--- src/core/fsi_pkg.sv ---
// Constants, types and register map of the symbol injection block
package fsi_pkg;

    // Control bus
    localparam int unsigned CB_ADDR_W      = 5;
    localparam int unsigned CB_DATA_W      = 8;
    localparam logic [4:0]  TSR_OFS        = 5'h04;
    localparam logic [4:0]  THR_OFS        = 5'h05;
    localparam logic [4:0]  SYMA_OFS       = 5'h06;
    localparam logic [4:0]  SYMB_OFS       = 5'h07;
    localparam logic [4:0]  CNT_OFS        = 5'h0f;

    // Transmit state register fields
    localparam int unsigned MODE_LO_BIT    = 3;
    localparam int unsigned MODE_HI_BIT    = 4;
    localparam logic [7:0]  TSR_RESET      = 8'h80;

    // Threshold and symbols
    localparam int unsigned CNT_W          = 8;
    localparam int unsigned SYM_W          = 5;
    localparam logic [7:0]  THR_RESET      = 8'h00;
    localparam logic [7:0]  CNT_RESET      = 8'h00;
    localparam logic [4:0]  SYM_RESET      = 5'h00;
    localparam logic [2:0]  SYM_PAD        = 3'h0;

    // Timing
    localparam int unsigned CLK_PERIOD_NS  = 5;
    localparam int unsigned PAIR_TIME_NS   = 80;
    localparam int unsigned PAIR_CYCLES    = (PAIR_TIME_NS + CLK_PERIOD_NS - 1) / CLK_PERIOD_NS;
    localparam int unsigned BITS_PER_PAIR  = 2 * SYM_W;
    localparam int unsigned PHASE_W        = 5;
    localparam logic [4:0]  PHASE_STEP     = 5'(BITS_PER_PAIR);
    localparam logic [4:0]  PHASE_WRAP     = 5'(PAIR_CYCLES);
    localparam logic [3:0]  CYC_LAST       = 4'(PAIR_CYCLES - 1);

    typedef enum logic [1:0] {
        FSI_MODE_NONE     = 2'b00,
        FSI_MODE_ONESHOT  = 2'b01,
        FSI_MODE_PERIODIC = 2'b10,
        FSI_MODE_CONT     = 2'b11
    } fsi_mode_t;

    typedef enum logic [0:0] {
        FSI_OS_IDLE  = 1'b0,
        FSI_OS_ARMED = 1'b1
    } fsi_os_t;

    typedef struct packed {
        logic [4:0] first;
        logic [4:0] second;
    } fsi_pair_t;

    typedef struct packed {
        logic [4:0] addr;
        logic [7:0] wdata;
        logic       wr;
        logic       rd;
    } fsi_cb_req_t;

endpackage

--- src/core/fsi_injector.sv ---
// Symbol injection logic of the transmit path with its control bus registers
// Contract
// [RULE1] Reload counter at zero and on threshold write
// [RULE2] Eight-bit down-counter, one step per 80 ns
// [RULE3] Current count readable by software
// [RULE4] Counter runs only in one-shot or periodic
// [RULE5] Counter zero replaces one data pair
// [RULE6] One-shot threshold zero replaces JK pair
// [RULE7] Periodic threshold zero replaces every pair
// [RULE8] Counter is zero during reset
// [RULE9] Injected code groups bypass the encoder unchanged
// [RULE10] Symbols leave most significant bit first
// [RULE11] One-shot injects n pairs after JK
// [RULE12] Periodic injects at every n-th pair; the code reloads n after zero, so it injects at every (n+1)-th pair
// [RULE13] Continuous replaces every pair, counter unused
// [RULE14] Symbol upper bits read zero, no effect
// [RULE15] One-shot completion clears low mode bit
// [RULE16] Injection overrides all upstream symbol sources
// [RULE17] Mode codes 00 none, 01, 10, 11
// [RULE18] Counter steps on pair boundaries only
`timescale 1ns/10ps
module fsi_injector (
    // Clock, reset, enable
    input  wire logic                 sys_clk_in,
    input  wire logic                 nrst_in,
    input  wire logic                 ce_in,
    // Control bus
    input  wire fsi_pkg::fsi_cb_req_t cb_req_in,
    output logic [7:0]                cb_rdata_out,
    // Upstream symbol pairs
    input  wire fsi_pkg::fsi_pair_t   pair_in,
    input  wire logic                 pair_jk_in,
    output logic                      pair_take_out,
    // Medium side
    output fsi_pkg::fsi_pair_t        tx_pair_out,
    output logic                      tx_injected_out,
    output logic                      tx_bit_out
);

    // Reset release
    logic rst_meta_q;
    logic rst_n_q;

    always_ff @(posedge sys_clk_in or negedge nrst_in) begin
        if (!nrst_in) begin
            rst_meta_q <= 1'b0;
            rst_n_q    <= 1'b0;
        end else begin
            rst_meta_q <= 1'b1;
            rst_n_q    <= rst_meta_q;
        end
    end

    // Bit and pair timing: 10 bit slots spread over 16 cycles
    logic [3:0] phase_q;
    logic [3:0] phase_d;
    logic [3:0] cyc_q;
    logic [3:0] cyc_d;
    logic [4:0] phase_sum;
    logic       bit_wrap;
    logic       tick;
    logic       shift;

    always_comb begin
        phase_sum = {1'b0, phase_q} + fsi_pkg::PHASE_STEP;
        bit_wrap  = (phase_sum >= fsi_pkg::PHASE_WRAP);
        phase_d   = bit_wrap ? 4'(phase_sum - fsi_pkg::PHASE_WRAP) : phase_sum[3:0];
        tick      = (cyc_q == fsi_pkg::CYC_LAST); // see [RULE2]
        cyc_d     = tick ? 4'h0 : 4'(cyc_q + 4'h1);
        shift     = bit_wrap && !tick;
    end

    always_ff @(posedge sys_clk_in or negedge rst_n_q) begin
        if (!rst_n_q) begin
            phase_q <= 4'h0;
            cyc_q   <= 4'h0;
        end else if (ce_in) begin
            phase_q <= phase_d;
            cyc_q   <= cyc_d;
        end
    end

    assign pair_take_out = tick && ce_in;

    // Registers
    logic [7:0] tsr_q;
    logic [7:0] tsr_d;
    logic [7:0] thr_q;
    logic [7:0] thr_d;
    logic [4:0] syma_q;
    logic [4:0] syma_d;
    logic [4:0] symb_q;
    logic [4:0] symb_d;
    logic [7:0] rdata_q;
    logic [7:0] rdata_d;
    logic       wr_tsr;
    logic       wr_thr;
    logic       wr_syma;
    logic       wr_symb;

    // Injection state
    logic [7:0]          cnt_q;
    logic [7:0]          cnt_d;
    fsi_pkg::fsi_os_t    os_q;
    fsi_pkg::fsi_os_t    os_d;
    fsi_pkg::fsi_mode_t  mode;
    fsi_pkg::fsi_pair_t  inj_pair;
    fsi_pkg::fsi_pair_t  tx_sel;
    fsi_pkg::fsi_pair_t  tx_pair_q;
    fsi_pkg::fsi_pair_t  tx_pair_d;
    logic                inj_q;
    logic                inj_d;
    logic                inject;
    logic                clr_lo;

    assign mode     = fsi_pkg::fsi_mode_t'(tsr_q[fsi_pkg::MODE_HI_BIT:fsi_pkg::MODE_LO_BIT]); // see [RULE17]
    assign inj_pair = fsi_pkg::fsi_pair_t'({syma_q, symb_q});
    assign wr_tsr   = cb_req_in.wr && (cb_req_in.addr == fsi_pkg::TSR_OFS);
    assign wr_thr   = cb_req_in.wr && (cb_req_in.addr == fsi_pkg::THR_OFS);
    assign wr_syma  = cb_req_in.wr && (cb_req_in.addr == fsi_pkg::SYMA_OFS);
    assign wr_symb  = cb_req_in.wr && (cb_req_in.addr == fsi_pkg::SYMB_OFS);

    // Counter and one-shot sequencing, evaluated once per pair
    always_comb begin
        cnt_d  = cnt_q;
        os_d   = os_q;
        inject = 1'b0;
        clr_lo = 1'b0;
        if (tick) begin // see [RULE18]
            unique case (mode)
                fsi_pkg::FSI_MODE_NONE: begin
                    os_d = fsi_pkg::FSI_OS_IDLE; // see [RULE4]
                end
                fsi_pkg::FSI_MODE_ONESHOT: begin
                    if (pair_jk_in) begin
                        // A JK restarts the count even mid-run
                        if (thr_q == 8'h00) begin
                            inject = 1'b1; // see [RULE6]
                            clr_lo = 1'b1;
                            cnt_d  = thr_q;
                            os_d   = fsi_pkg::FSI_OS_IDLE;
                        end else begin
                            cnt_d = 8'(thr_q - 8'h01); // see [RULE11]
                            os_d  = fsi_pkg::FSI_OS_ARMED;
                        end
                    end else if (os_q == fsi_pkg::FSI_OS_ARMED) begin
                        if (cnt_q == 8'h00) begin
                            inject = 1'b1; // see [RULE5]
                            clr_lo = 1'b1; // see [RULE15]
                            cnt_d  = thr_q; // see [RULE1]
                            os_d   = fsi_pkg::FSI_OS_IDLE;
                        end else begin
                            cnt_d = 8'(cnt_q - 8'h01); // see [RULE2]
                        end
                    end
                end
                fsi_pkg::FSI_MODE_PERIODIC: begin
                    os_d = fsi_pkg::FSI_OS_IDLE;
                    if (cnt_q == 8'h00) begin
                        inject = 1'b1; // see [RULE12] [RULE7]
                        cnt_d  = thr_q; // see [RULE1]
                    end else begin
                        cnt_d = 8'(cnt_q - 8'h01); // see [RULE2]
                    end
                end
                fsi_pkg::FSI_MODE_CONT: begin
                    inject = 1'b1; // see [RULE13]
                    os_d   = fsi_pkg::FSI_OS_IDLE;
                end
            endcase
        end
        if (wr_thr) begin
            cnt_d = cb_req_in.wdata; // see [RULE1]
        end
    end

    // Output selection; injection outranks every upstream source
    always_comb begin
        tx_sel    = inject ? inj_pair : pair_in; // see [RULE16] [RULE9]
        tx_pair_d = tick ? tx_sel : tx_pair_q;
        inj_d     = tick ? inject : inj_q;
    end

    // Register file; a software write beats the hardware clear
    always_comb begin
        tsr_d  = tsr_q;
        thr_d  = thr_q;
        syma_d = syma_q;
        symb_d = symb_q;
        if (clr_lo) begin
            tsr_d[fsi_pkg::MODE_LO_BIT] = 1'b0; // see [RULE15]
        end
        if (wr_tsr) begin
            tsr_d = cb_req_in.wdata;
        end
        if (wr_thr) begin
            thr_d = cb_req_in.wdata;
        end
        if (wr_syma) begin
            syma_d = cb_req_in.wdata[4:0]; // see [RULE14]
        end
        if (wr_symb) begin
            symb_d = cb_req_in.wdata[4:0]; // see [RULE14]
        end
        rdata_d = rdata_q;
        if (cb_req_in.rd) begin
            unique case (cb_req_in.addr)
                fsi_pkg::TSR_OFS:  rdata_d = tsr_q;
                fsi_pkg::THR_OFS:  rdata_d = thr_q;
                fsi_pkg::SYMA_OFS: rdata_d = {fsi_pkg::SYM_PAD, syma_q}; // see [RULE14]
                fsi_pkg::SYMB_OFS: rdata_d = {fsi_pkg::SYM_PAD, symb_q};
                fsi_pkg::CNT_OFS:  rdata_d = cnt_q; // see [RULE3]
                default:           rdata_d = 8'h00;
            endcase
        end
    end

    always_ff @(posedge sys_clk_in or negedge rst_n_q) begin
        if (!rst_n_q) begin
            tsr_q     <= fsi_pkg::TSR_RESET;
            thr_q     <= fsi_pkg::THR_RESET;
            syma_q    <= fsi_pkg::SYM_RESET;
            symb_q    <= fsi_pkg::SYM_RESET;
            rdata_q   <= 8'h00;
            cnt_q     <= fsi_pkg::CNT_RESET; // see [RULE8]
            os_q      <= fsi_pkg::FSI_OS_IDLE;
            tx_pair_q <= '0;
            inj_q     <= 1'b0;
        end else if (ce_in) begin
            tsr_q     <= tsr_d;
            thr_q     <= thr_d;
            syma_q    <= syma_d;
            symb_q    <= symb_d;
            rdata_q   <= rdata_d;
            cnt_q     <= cnt_d;
            os_q      <= os_d;
            tx_pair_q <= tx_pair_d;
            inj_q     <= inj_d;
        end
    end

    assign cb_rdata_out    = rdata_q;
    assign tx_pair_out     = tx_pair_q;
    assign tx_injected_out = inj_q;

    // Serial path loads the same pair that is registered above
    fsi_shifter u_shifter (
        .clk_in   (sys_clk_in),
        .rst_n_in (rst_n_q),
        .ce_in    (ce_in),
        .load_in  (tick),
        .shift_in (shift),
        .pair_in  (tx_sel),
        .bit_out  (tx_bit_out)
    );

    // Checks
    chk_thr_write_load: assert property (@(posedge sys_clk_in) disable iff (!rst_n_q) // see [RULE1]
        ce_in && wr_thr |=> cnt_q == $past(cb_req_in.wdata))
        else $error("threshold write did not load counter");

    chk_zero_reload: assert property (@(posedge sys_clk_in) disable iff (!rst_n_q) // see [RULE1]
        ce_in && tick && mode == fsi_pkg::FSI_MODE_PERIODIC && cnt_q == 8'h00 && !wr_thr
        |=> cnt_q == $past(thr_q))
        else $error("counter not reloaded at zero");

    chk_pair_decrement: assert property (@(posedge sys_clk_in) disable iff (!rst_n_q) // see [RULE2]
        ce_in && tick && mode == fsi_pkg::FSI_MODE_PERIODIC && cnt_q != 8'h00 && !wr_thr
        |=> cnt_q == 8'($past(cnt_q) - 8'h01))
        else $error("counter did not step down by one");

    chk_hold_between: assert property (@(posedge sys_clk_in) disable iff (!rst_n_q) // see [RULE18]
        ce_in && !tick && !wr_thr |=> $stable(cnt_q))
        else $error("counter moved off a pair boundary");

    // Separate count of enabled cycles, so a slip of the pair timer shows
    logic [3:0] chk_gap_q;
    logic [3:0] chk_gap_d;

    always_comb begin
        chk_gap_d = tick ? 4'h0 : 4'(chk_gap_q + 4'h1);
    end
    always_ff @(posedge sys_clk_in or negedge rst_n_q) begin
        if (!rst_n_q) begin
            chk_gap_q <= 4'h0;
        end else if (ce_in) begin
            chk_gap_q <= chk_gap_d;
        end
    end

    chk_tick_period: assert property (@(posedge sys_clk_in) disable iff (!rst_n_q) // see [RULE2]
        ce_in |-> tick == (chk_gap_q == fsi_pkg::CYC_LAST))
        else $error("pair period is not sixteen cycles");

    chk_idle_modes: assert property (@(posedge sys_clk_in) disable iff (!rst_n_q) // see [RULE4]
        ce_in && !wr_thr && (mode == fsi_pkg::FSI_MODE_NONE || mode == fsi_pkg::FSI_MODE_CONT)
        |=> $stable(cnt_q))
        else $error("counter ran outside counting modes");

    chk_count_read: assert property (@(posedge sys_clk_in) disable iff (!rst_n_q) // see [RULE3]
        ce_in && cb_req_in.rd && cb_req_in.addr == fsi_pkg::CNT_OFS |=> cb_rdata_out == $past(cnt_q))
        else $error("current count read wrong");

    chk_cont_replace: assert property (@(posedge sys_clk_in) disable iff (!rst_n_q) // see [RULE13]
        ce_in && tick && mode == fsi_pkg::FSI_MODE_CONT
        |=> tx_injected_out && tx_pair_out == {$past(syma_q), $past(symb_q)})
        else $error("continuous mode passed data");

    chk_periodic_zero: assert property (@(posedge sys_clk_in) disable iff (!rst_n_q) // see [RULE5]
        ce_in && tick && mode == fsi_pkg::FSI_MODE_PERIODIC && cnt_q == 8'h00 |=> tx_injected_out)
        else $error("no injection at count zero");

    chk_jk_zero: assert property (@(posedge sys_clk_in) disable iff (!rst_n_q) // see [RULE6]
        ce_in && tick && mode == fsi_pkg::FSI_MODE_ONESHOT && pair_jk_in && thr_q == 8'h00
        |=> tx_injected_out)
        else $error("JK pair not replaced");

    chk_oneshot_ack: assert property (@(posedge sys_clk_in) disable iff (!rst_n_q) // see [RULE15]
        ce_in && clr_lo && !wr_tsr |=> !tsr_q[fsi_pkg::MODE_LO_BIT])
        else $error("one-shot did not clear low mode bit");

    chk_sym_upper: assert property (@(posedge sys_clk_in) disable iff (!rst_n_q) // see [RULE14]
        ce_in && cb_req_in.rd && (cb_req_in.addr == fsi_pkg::SYMA_OFS || cb_req_in.addr == fsi_pkg::SYMB_OFS)
        |=> cb_rdata_out[7:5] == 3'h0)
        else $error("symbol upper bits not zero");

    chk_msb_first: assert property (@(posedge sys_clk_in) disable iff (!rst_n_q) // see [RULE10]
        ce_in && tick |=> tx_bit_out == tx_pair_out.first[4])
        else $error("serial output not MSB first");

    chk_reset_count: assert property (@(posedge sys_clk_in) // see [RULE8]
        !rst_n_q |-> cnt_q == 8'h00)
        else $error("counter not zero in reset");

endmodule

--- src/core/fsi_shifter.sv ---
// Serialiser for one 10-bit code pair, first bit out is the pair MSB
`timescale 1ns/10ps
module fsi_shifter (
    // Clock and reset
    input  wire logic              clk_in,
    input  wire logic              rst_n_in,
    input  wire logic              ce_in,
    // Control
    input  wire logic              load_in,
    input  wire logic              shift_in,
    input  wire fsi_pkg::fsi_pair_t pair_in,
    // Serial out
    output logic                   bit_out
);

    logic [9:0] sr_q;
    logic [9:0] sr_d;

    always_comb begin
        sr_d = sr_q;
        if (load_in) begin
            sr_d = pair_in; // see [RULE10]
        end else if (shift_in) begin
            sr_d = {sr_q[8:0], 1'b0};
        end
    end

    always_ff @(posedge clk_in or negedge rst_n_in) begin
        if (!rst_n_in) begin
            sr_q <= 10'h000;
        end else if (ce_in) begin
            sr_q <= sr_d;
        end
    end

    assign bit_out = sr_q[9];

endmodule

--- config.mk ---
export PLATFORM = sky130hd
export DESIGN_NAME = fsi_injector
export DESIGN_NICKNAME = d
export VERILOG_FILES = /design/src/core/fsi_pkg.sv /design/src/core/fsi_injector.sv /design/src/core/fsi_shifter.sv
export SDC_FILE = /design/constraint.sdc
export NUM_CORES = 1
export LEC_CHECK = 0
export ABC_AREA = 0
export ABC_CLOCK_PERIOD_IN_PS = 2200
export BUFFER_PORTS_ARGS = -buffer_cell sky130_fd_sc_hd__buf_2
export CORE_MARGIN = 2
export CORE_UTILIZATION = 50
export CTS_CLUSTER_SIZE = 12
export DETAILED_ROUTE_END_ITERATION = 10
export PLACE_DENSITY = 0.7
export RECOVER_POWER = 100
export SYNTH_ARGS = -nofsm -noshare
export SYNTH_HDL_FRONTEND = slang
export SYNTH_SLANG_ARGS = --single-unit
--- constraint.sdc ---
create_clock -name sys_clk_in -period 2.2 [get_ports sys_clk_in]
set_input_delay 0.55 -clock sys_clk_in [delete_from_list [all_inputs] [get_ports sys_clk_in]]
set_output_delay 0.55 -clock sys_clk_in [all_outputs]
set_load 0.01 [all_outputs]
==> results.md, run 1 <==
* Hold WC Path Type: reg2async
* Arrival @ worst endpoint at 2.35 ns
* CP max FO at 5
* Final cycle utilization of the critical path at 96.6%
* I/O pin count at 50
* Req. time, crit path at 2.43 ns
* FFs w/ async S/R, synth at 100%
* Power per cell area at 932 nW/µm²
* CTS tree: yes
* Vias/cell at 6.15
* Ys flop type: dfrtp_1
* Final Util at between 50% and 60%
* Type of element capturing the critical path: flop
* Chip height at 94.8 µm
* Top cell type's share of synthesized area at 43.7%
* Netlist cell types at 65
* Area Growth Syn to Fin at 17.5%
* Delay of the slowest critical-path stage at around 0.5 ns
* Max Clock Freq at ~470 MHz
* Placer Congestion at 0.957
* CTS Root Cell: clkbuf_8
* Finish-stage setup viols at 0
* Pleak at 2.21 nW
* Synthesized net count at 455
* Area contributors post-synth: dfrtp_1 (44%), mux2_2 (8.5%), nand2_1 (4.4%)
* CP Cell Sequence: inv_1, ha_2, or4b_4, clkbuf_2, nor2_1, o2111ai_1, nor4bb_2, a221o_1
* Initial antenna violation count at 0
* Hpwl dp at 8.06 mm
* Fin cells at 610
* Worst vdd ir at 0.437 mV
* Worst Clk Skew at 0.00836 ns
* Die boundary width at 94.8 µm
* Post-Synthesis Cells at 422
* Worst r2r src: cnt_q[1]
* Cell Area, Synth at 4120 µm²
* FF+latch area at 1830 µm²
* Reg2Reg Depth at 8
* Startpoint Class: flop
* PortBufs at 49
* Final Hold Viols at 0
* CP max-delay cell: or4b_4
* Diodes inserted at 0
* Clock-pin slew on the worst setup and hold paths at 0.07 ns
* Top cells by count, synth: dfrtp_1 (72), nand2_1 (48), mux2_2 (31)
* Max clock buf depth at 2
* Max-cap viol count at 0
* Critical setup path kind: reg2reg
* Drt total wl at ~11 mm
* Die area at 8990 µm²
* Clock Sinks at 73
* Reg2reg end: cnt_q[7]
* Initial DRT Pass Iterations at 5
* Largest area contributor in the netlist: dfrtp_1
* EDFF count, synth at 0
* Initial drt markers at between 300 and 400
* H-tree depth at 3
* Cts bufs inserted at 9
* RSZ-0062 raised after global routing: false
* Largest net degree at the start of global routing at 54
* Syn Area/Cell at slightly below 10 µm²
* Final nets at 536
* DR vias at 3753
* # DRC at 0
* Later-pin clock latency in the skew report at 0.35 ns
* Ys Warns at 0
* Synth Register Bits at 73
* Fraction of layout cells with a size suffix above 1 at between 20% and 30%
* Core region area at 8090 µm²
* Area taken by multi-input logic gates at approximately 2100 µm²
* First-pass GRT wire length at 17.9 mm
* Fillers at 704
* Placed insts at ~590
* Fin crit period at 2.13 ns
* Max Transition Viols Final at 0
* Overflow after GRT at 0
* Initial core utilization at between 50% and 60%
* Core Rows at 33
* Global routing usage summed across all routing layers at 26.1%
* Status: completed
* Routed wire per std cell at about 19 µm
* Slew HR at 45.7%
* Routed Antenna Nets at 0
* Measured slew at the worst slew-check pin at a little over 0.8 ns
* Top-count cell post-synth: dfrtp_1
* Flop2flop setup slack at 0.07 ns
* Vias in the first global route at between 3000 and 4000
* Post-synthesis sequential area ratio at between 40% and 50%
[final cells by class]
type | instances | area share [%]
well taps | 105 | 2.71
clock buffers | 12 | 2.99
repair buffers | 97 | 11.8
clock inverters | 1 | 0.103
flip-flops and latches | 73 | 37.7
multi-input cells | 301 | 43.1
inverters | 21 | 1.63
[power breakdown]
part	internal [mW]	total [mW]	switching (mW)
clock network	0.421	0.900	0.478
registers	1.69	2.01	0.323
logic	0.729	1.60	0.876
[kinds of logic after synthesis]
| group | share of synthesized area (%) |
|---|---|
| AND/OR/NAND/NOR | 18.6 |
| buffers and inverters | 5.82 |
| AO/OA/AOI/OAI | 18.9 |
| multiplexers | 9.92 |
| other | 0.0909 |
| adder cells (fa/ha/maj) | 1.21 |
| flip-flops | 44.3 |
| XOR/XNOR | 1.06 |
[worst max path at each step]
stage          startpoint           endpoint  slack [ns]  depth (start not counted)
2_1_floorplan     rst_n_q    cb_rdata_out[0]        0.02                          0
3_3_place_gp     cnt_q[0]     tx_pair_out[0]       -0.07                          8
4_1_cts          thr_q[0]           cnt_q[0]        0.05                          7
3_5_place_dp     cnt_q[0]     tx_pair_out[0]       -0.03                          8
5_1_grt          cnt_q[1]  u_shifter.sr_q[0]       0.006                          9
6_report         cnt_q[1]           cnt_q[7]        0.07                          8
[metrics by stage]
stage / TNS (ns) / total power, mW / hold slack (ns) / worst slack [ns] / cell area [µm²]
2_1_floorplan: 0 / 2.99 / 0.254 / 0.0183 / 4120
4_1_cts: 0 / 4.48 / 0.243 / 0.0489 / 4850
3_5_place_dp: -0.0487 / 3.56 / 0.237 / -0.0267 / 4680
3_3_place_gp: -0.139 / 3.51 / 0.231 / -0.0710 / 4680
5_1_grt: 0 / 4.81 / 0.370 / 0.00618 / 4850
6_report: 0 / 4.52 / 0.341 / 0.0739 / 4850
[cell usage in the layout (no fill, tap or decap), types with 4 or more instances in the layout]
| cell type | instances |
|---|---|
| dfrtp_1 | 72 |
| buf_2 | 24 |
| mux2_2 | 31 |
| a211oi_1 | 13 |
| clkbuf_8 | 10 |
| nand2b_1 | 5 |
| a21o_1 | 6 |
| nor3_1 | 19 |
| inv_1 | 21 |
| o211ai_1 | 12 |
| or4_1 | 4 |
| nand4_1 | 7 |
| clkbuf_1 | 32 |
| o31ai_1 | 11 |
| nor2_1 | 22 |
| a222oi_1 | 9 |
| nand3_1 | 17 |
| o21ai_0 | 27 |
| nand2_1 | 48 |
| mux2i_1 | 5 |
| buf_4 | 38 |
| and3_1 | 5 |
[layer usage]
layer	vias up	GRT usage (%)	share of wire (%)	wire, µm
li1	1745	-	-	-
met1	1833	35.5	45	5080
met2	153	40.3	45	5180
met3	22	4.39	7.3	831
met4	0	12.8	2.6	301
met5	-	0	0	0
[worst max-delay path, delay by kind of cell, from the launching register on]
kind	cells	cell delay, ns
buffers and inverters	2	0.25
AOI/OAI and AO/OA	2	0.37
adders and majority gates	1	0.21
DFF	1	0.39
and+or+nand+nor	3	0.78
[state kept, by name, summed over array words and instances (netlist names)]
signal and count:
thr_q 8, cnt_q 8, cb_rdata_out 8, tx_pair_out 10, tsr_q 8, u_shifter.sr_q 10, phase_q 3, rst_meta_q 1
os_q 1, rst_n_q 1, syma_q 5, cyc_q 4, symb_q 5, tx_injected_out 1
[repair_timing]
action,in CTS,in global routing
endpoints found under the hold margin,2,0
pin swaps,0,1
hold buffers,1,0
resized for setup,1,11
buffers inserted,0,5
endpoints found under the setup margin,2,14
gates cloned,0,2
(Power assumes the default switching activity.)
==> inputs of run 2 (changes only) <==
SETUP_SLACK_MARGIN = 0.3   (was unset)
==> results.md, run 2 (synthesis results as in run 1) <==
* Status: completed
* Largest net degree at the start of global routing at 72
* Initial core utilization at 51.0%
* Commonest non-fill, non-tap cell in the layout: dfrtp_1
* Final hold slack at around 0.29 ns
* Core region area at 8090 µm²
* Routed Antenna Nets at 0
* DR vias at 4050
* Critical setup path kind: reg2reg
* # DRC at 0
* Area Growth Syn to Fin at 31.0%
* Drt total wl at 12.3 mm
* CP max FO at 4
* Routed wire per std cell at 19.6 µm
* Flop2flop setup slack at 0.06 ns
* Fin worst setup slack at 0.0616 ns
* Final cycle utilization of the critical path at 97.2%
* Max Transition Viols Final at 0
* Fraction of layout cells with a size suffix above 1 at between 30% and 40%
* Die area at about 9000 µm²
* Req. time, crit path at ~2.4 ns
* Most frequent cells in the layout: dfrtp_1 (69), nand2_1 (48), buf_4 (41)
* Worst r2r src: thr_q[1]
* Overflow after GRT at 0
* Pre-CTS setup slack at -0.0581 ns
* Worst vdd ir at 0.501 mV
* First-pass GRT wire length at 18.9 mm
* Later-pin clock latency in the skew report at 0.35 ns
* Cts bufs inserted at 9
* CP max-delay cell: dfrtp_1
* CP Cell Sequence: inv_1, ha_4, or3b_4, o211a_4, a32o_1, a21o_1, a222oi_1
* Clock-pin slew on the worst setup and hold paths at 0.08 ns
* Core Rows at 33
* CTS tree: yes
* Finish-stage setup viols at 0
* Slew HR at 51.3%
* Fin crit period at 2.14 ns
* Final nets at 554
* PortBufs at a little under 50
* Reg2reg end: cnt_q[0]
* Hold WC Path Type: reg2async
* Diodes inserted at 0
* Hpwl dp at 8.14 mm
* Vias in the first global route at 3691
* Measured slew at the worst slew-check pin at 0.731 ns
* Die boundary width at 94.8 µm
* H-tree depth at 3
* CTS Root Cell: clkbuf_8
* Pleak at 2.40 nW
* RSZ-0062 raised after global routing: true
* Delay of the slowest critical-path stage at 0.43 ns
* Power per cell area at 972 nW/µm²
* Chip height at between 90 and 100 µm
* Initial antenna violation count at 0
* Type of element capturing the critical path: flop
* Max-cap viol count at 0
* Placer Congestion at 1.03
* Arrival @ worst endpoint at 2.38 ns
* Fillers at 637
* Worst Clk Skew at 0.00632 ns
* Initial DRT Pass Iterations at 8
* Max Clock Freq at approximately 470 MHz
* Max clock buf depth at 2
* I/O pin count at 50
* Initial drt markers at 554
* Overall power at around 5.2 mW
* Startpoint Class: flop
* Final Hold Viols at 0
* Clock Sinks at 73
* Vias/cell at 6.42
* Reg2Reg Depth at 7
* Global routing usage summed across all routing layers at a little over a quarter
==> run 2: stage by stage <==
step	utilization (%)	area (µm²)	cells	setup TNS (ns)
after floorplan	-	4260	422	0
after global placement	58.7	4750	584	-0.0108
after detailed placement	58.7	4750	584	-0.0581
after CTS	65.7	5310	622	0
after global routing	66.7	5400	631	0
final	66.7	5400	631	0
==> run 2: how the worst max path moves through the flow <==
stage                     startpoint  cells after the start                end
after detailed placement    cnt_q[1]                      9  u_shifter.sr_q[7]
after CTS                   thr_q[5]                      6           cnt_q[7]
after floorplan             thr_q[5]                      6           cnt_q[0]
after global placement      cnt_q[0]                      9  u_shifter.sr_q[8]
final                       thr_q[1]                      7           cnt_q[0]
after global routing        cnt_q[1]                      9  u_shifter.sr_q[1]
==> run 2: layout make-up <==
class                           instances  area, µm²  share of cell area, %
Clock buffer                           12        145                   2.69
Clock inverter                          4       51.3                  0.950
Inverter                               21       78.8                   1.46
Multi-Input combinational cell        301       2310                   42.8
Sequential cell                        73       1830                   33.9
Tap cell                              105        131                   2.43
Timing Repair Buffer                  115        850                   15.7
==> run 2: per-layer routing <==
metal / wire [µm] / global-route usage, % / up-vias
li1: - / - / 1775
met1: 5190 / 39.3 / 1977
met2: 5690 / 40.8 / 251
met3: 1090 / 4.63 / 47
met4: 372 / 11.4 / 0
met5: 0 / 0 / -
==> run 2: repair_timing <==
| action | 4_1_cts | 5_1_grt |
|---|---|---|
| pin swaps | 19 | 26 |
| resized for setup | 30 | 30 |
| buffers inserted | 18 | 9 |
| endpoints found under the hold margin | 2 | 0 |
| gates cloned | 3 | 0 |
| endpoints found under the setup margin | 32 | 31 |
| hold buffers | 1 | 0 |
==> run 2: worst max-delay path, delay by kind of cell, from the launching register on <==
| kind | cells | cell delay (ns) |
|---|---|---|
| AO/OA/AOI/OAI | 4 | 0.90 |
| adder cells (fa/ha/maj) | 1 | 0.16 |
| buffers and inverters | 1 | 0.13 |
| flip-flops | 1 | 0.43 |
| AND/OR/NAND/NOR | 1 | 0.41 |
==> run 2: power by group <==
group          switching (mW)  internal, mW
sequential              0.341          1.69
combinational            1.08          1.04
clock                   0.538         0.559
total                    1.96          3.29
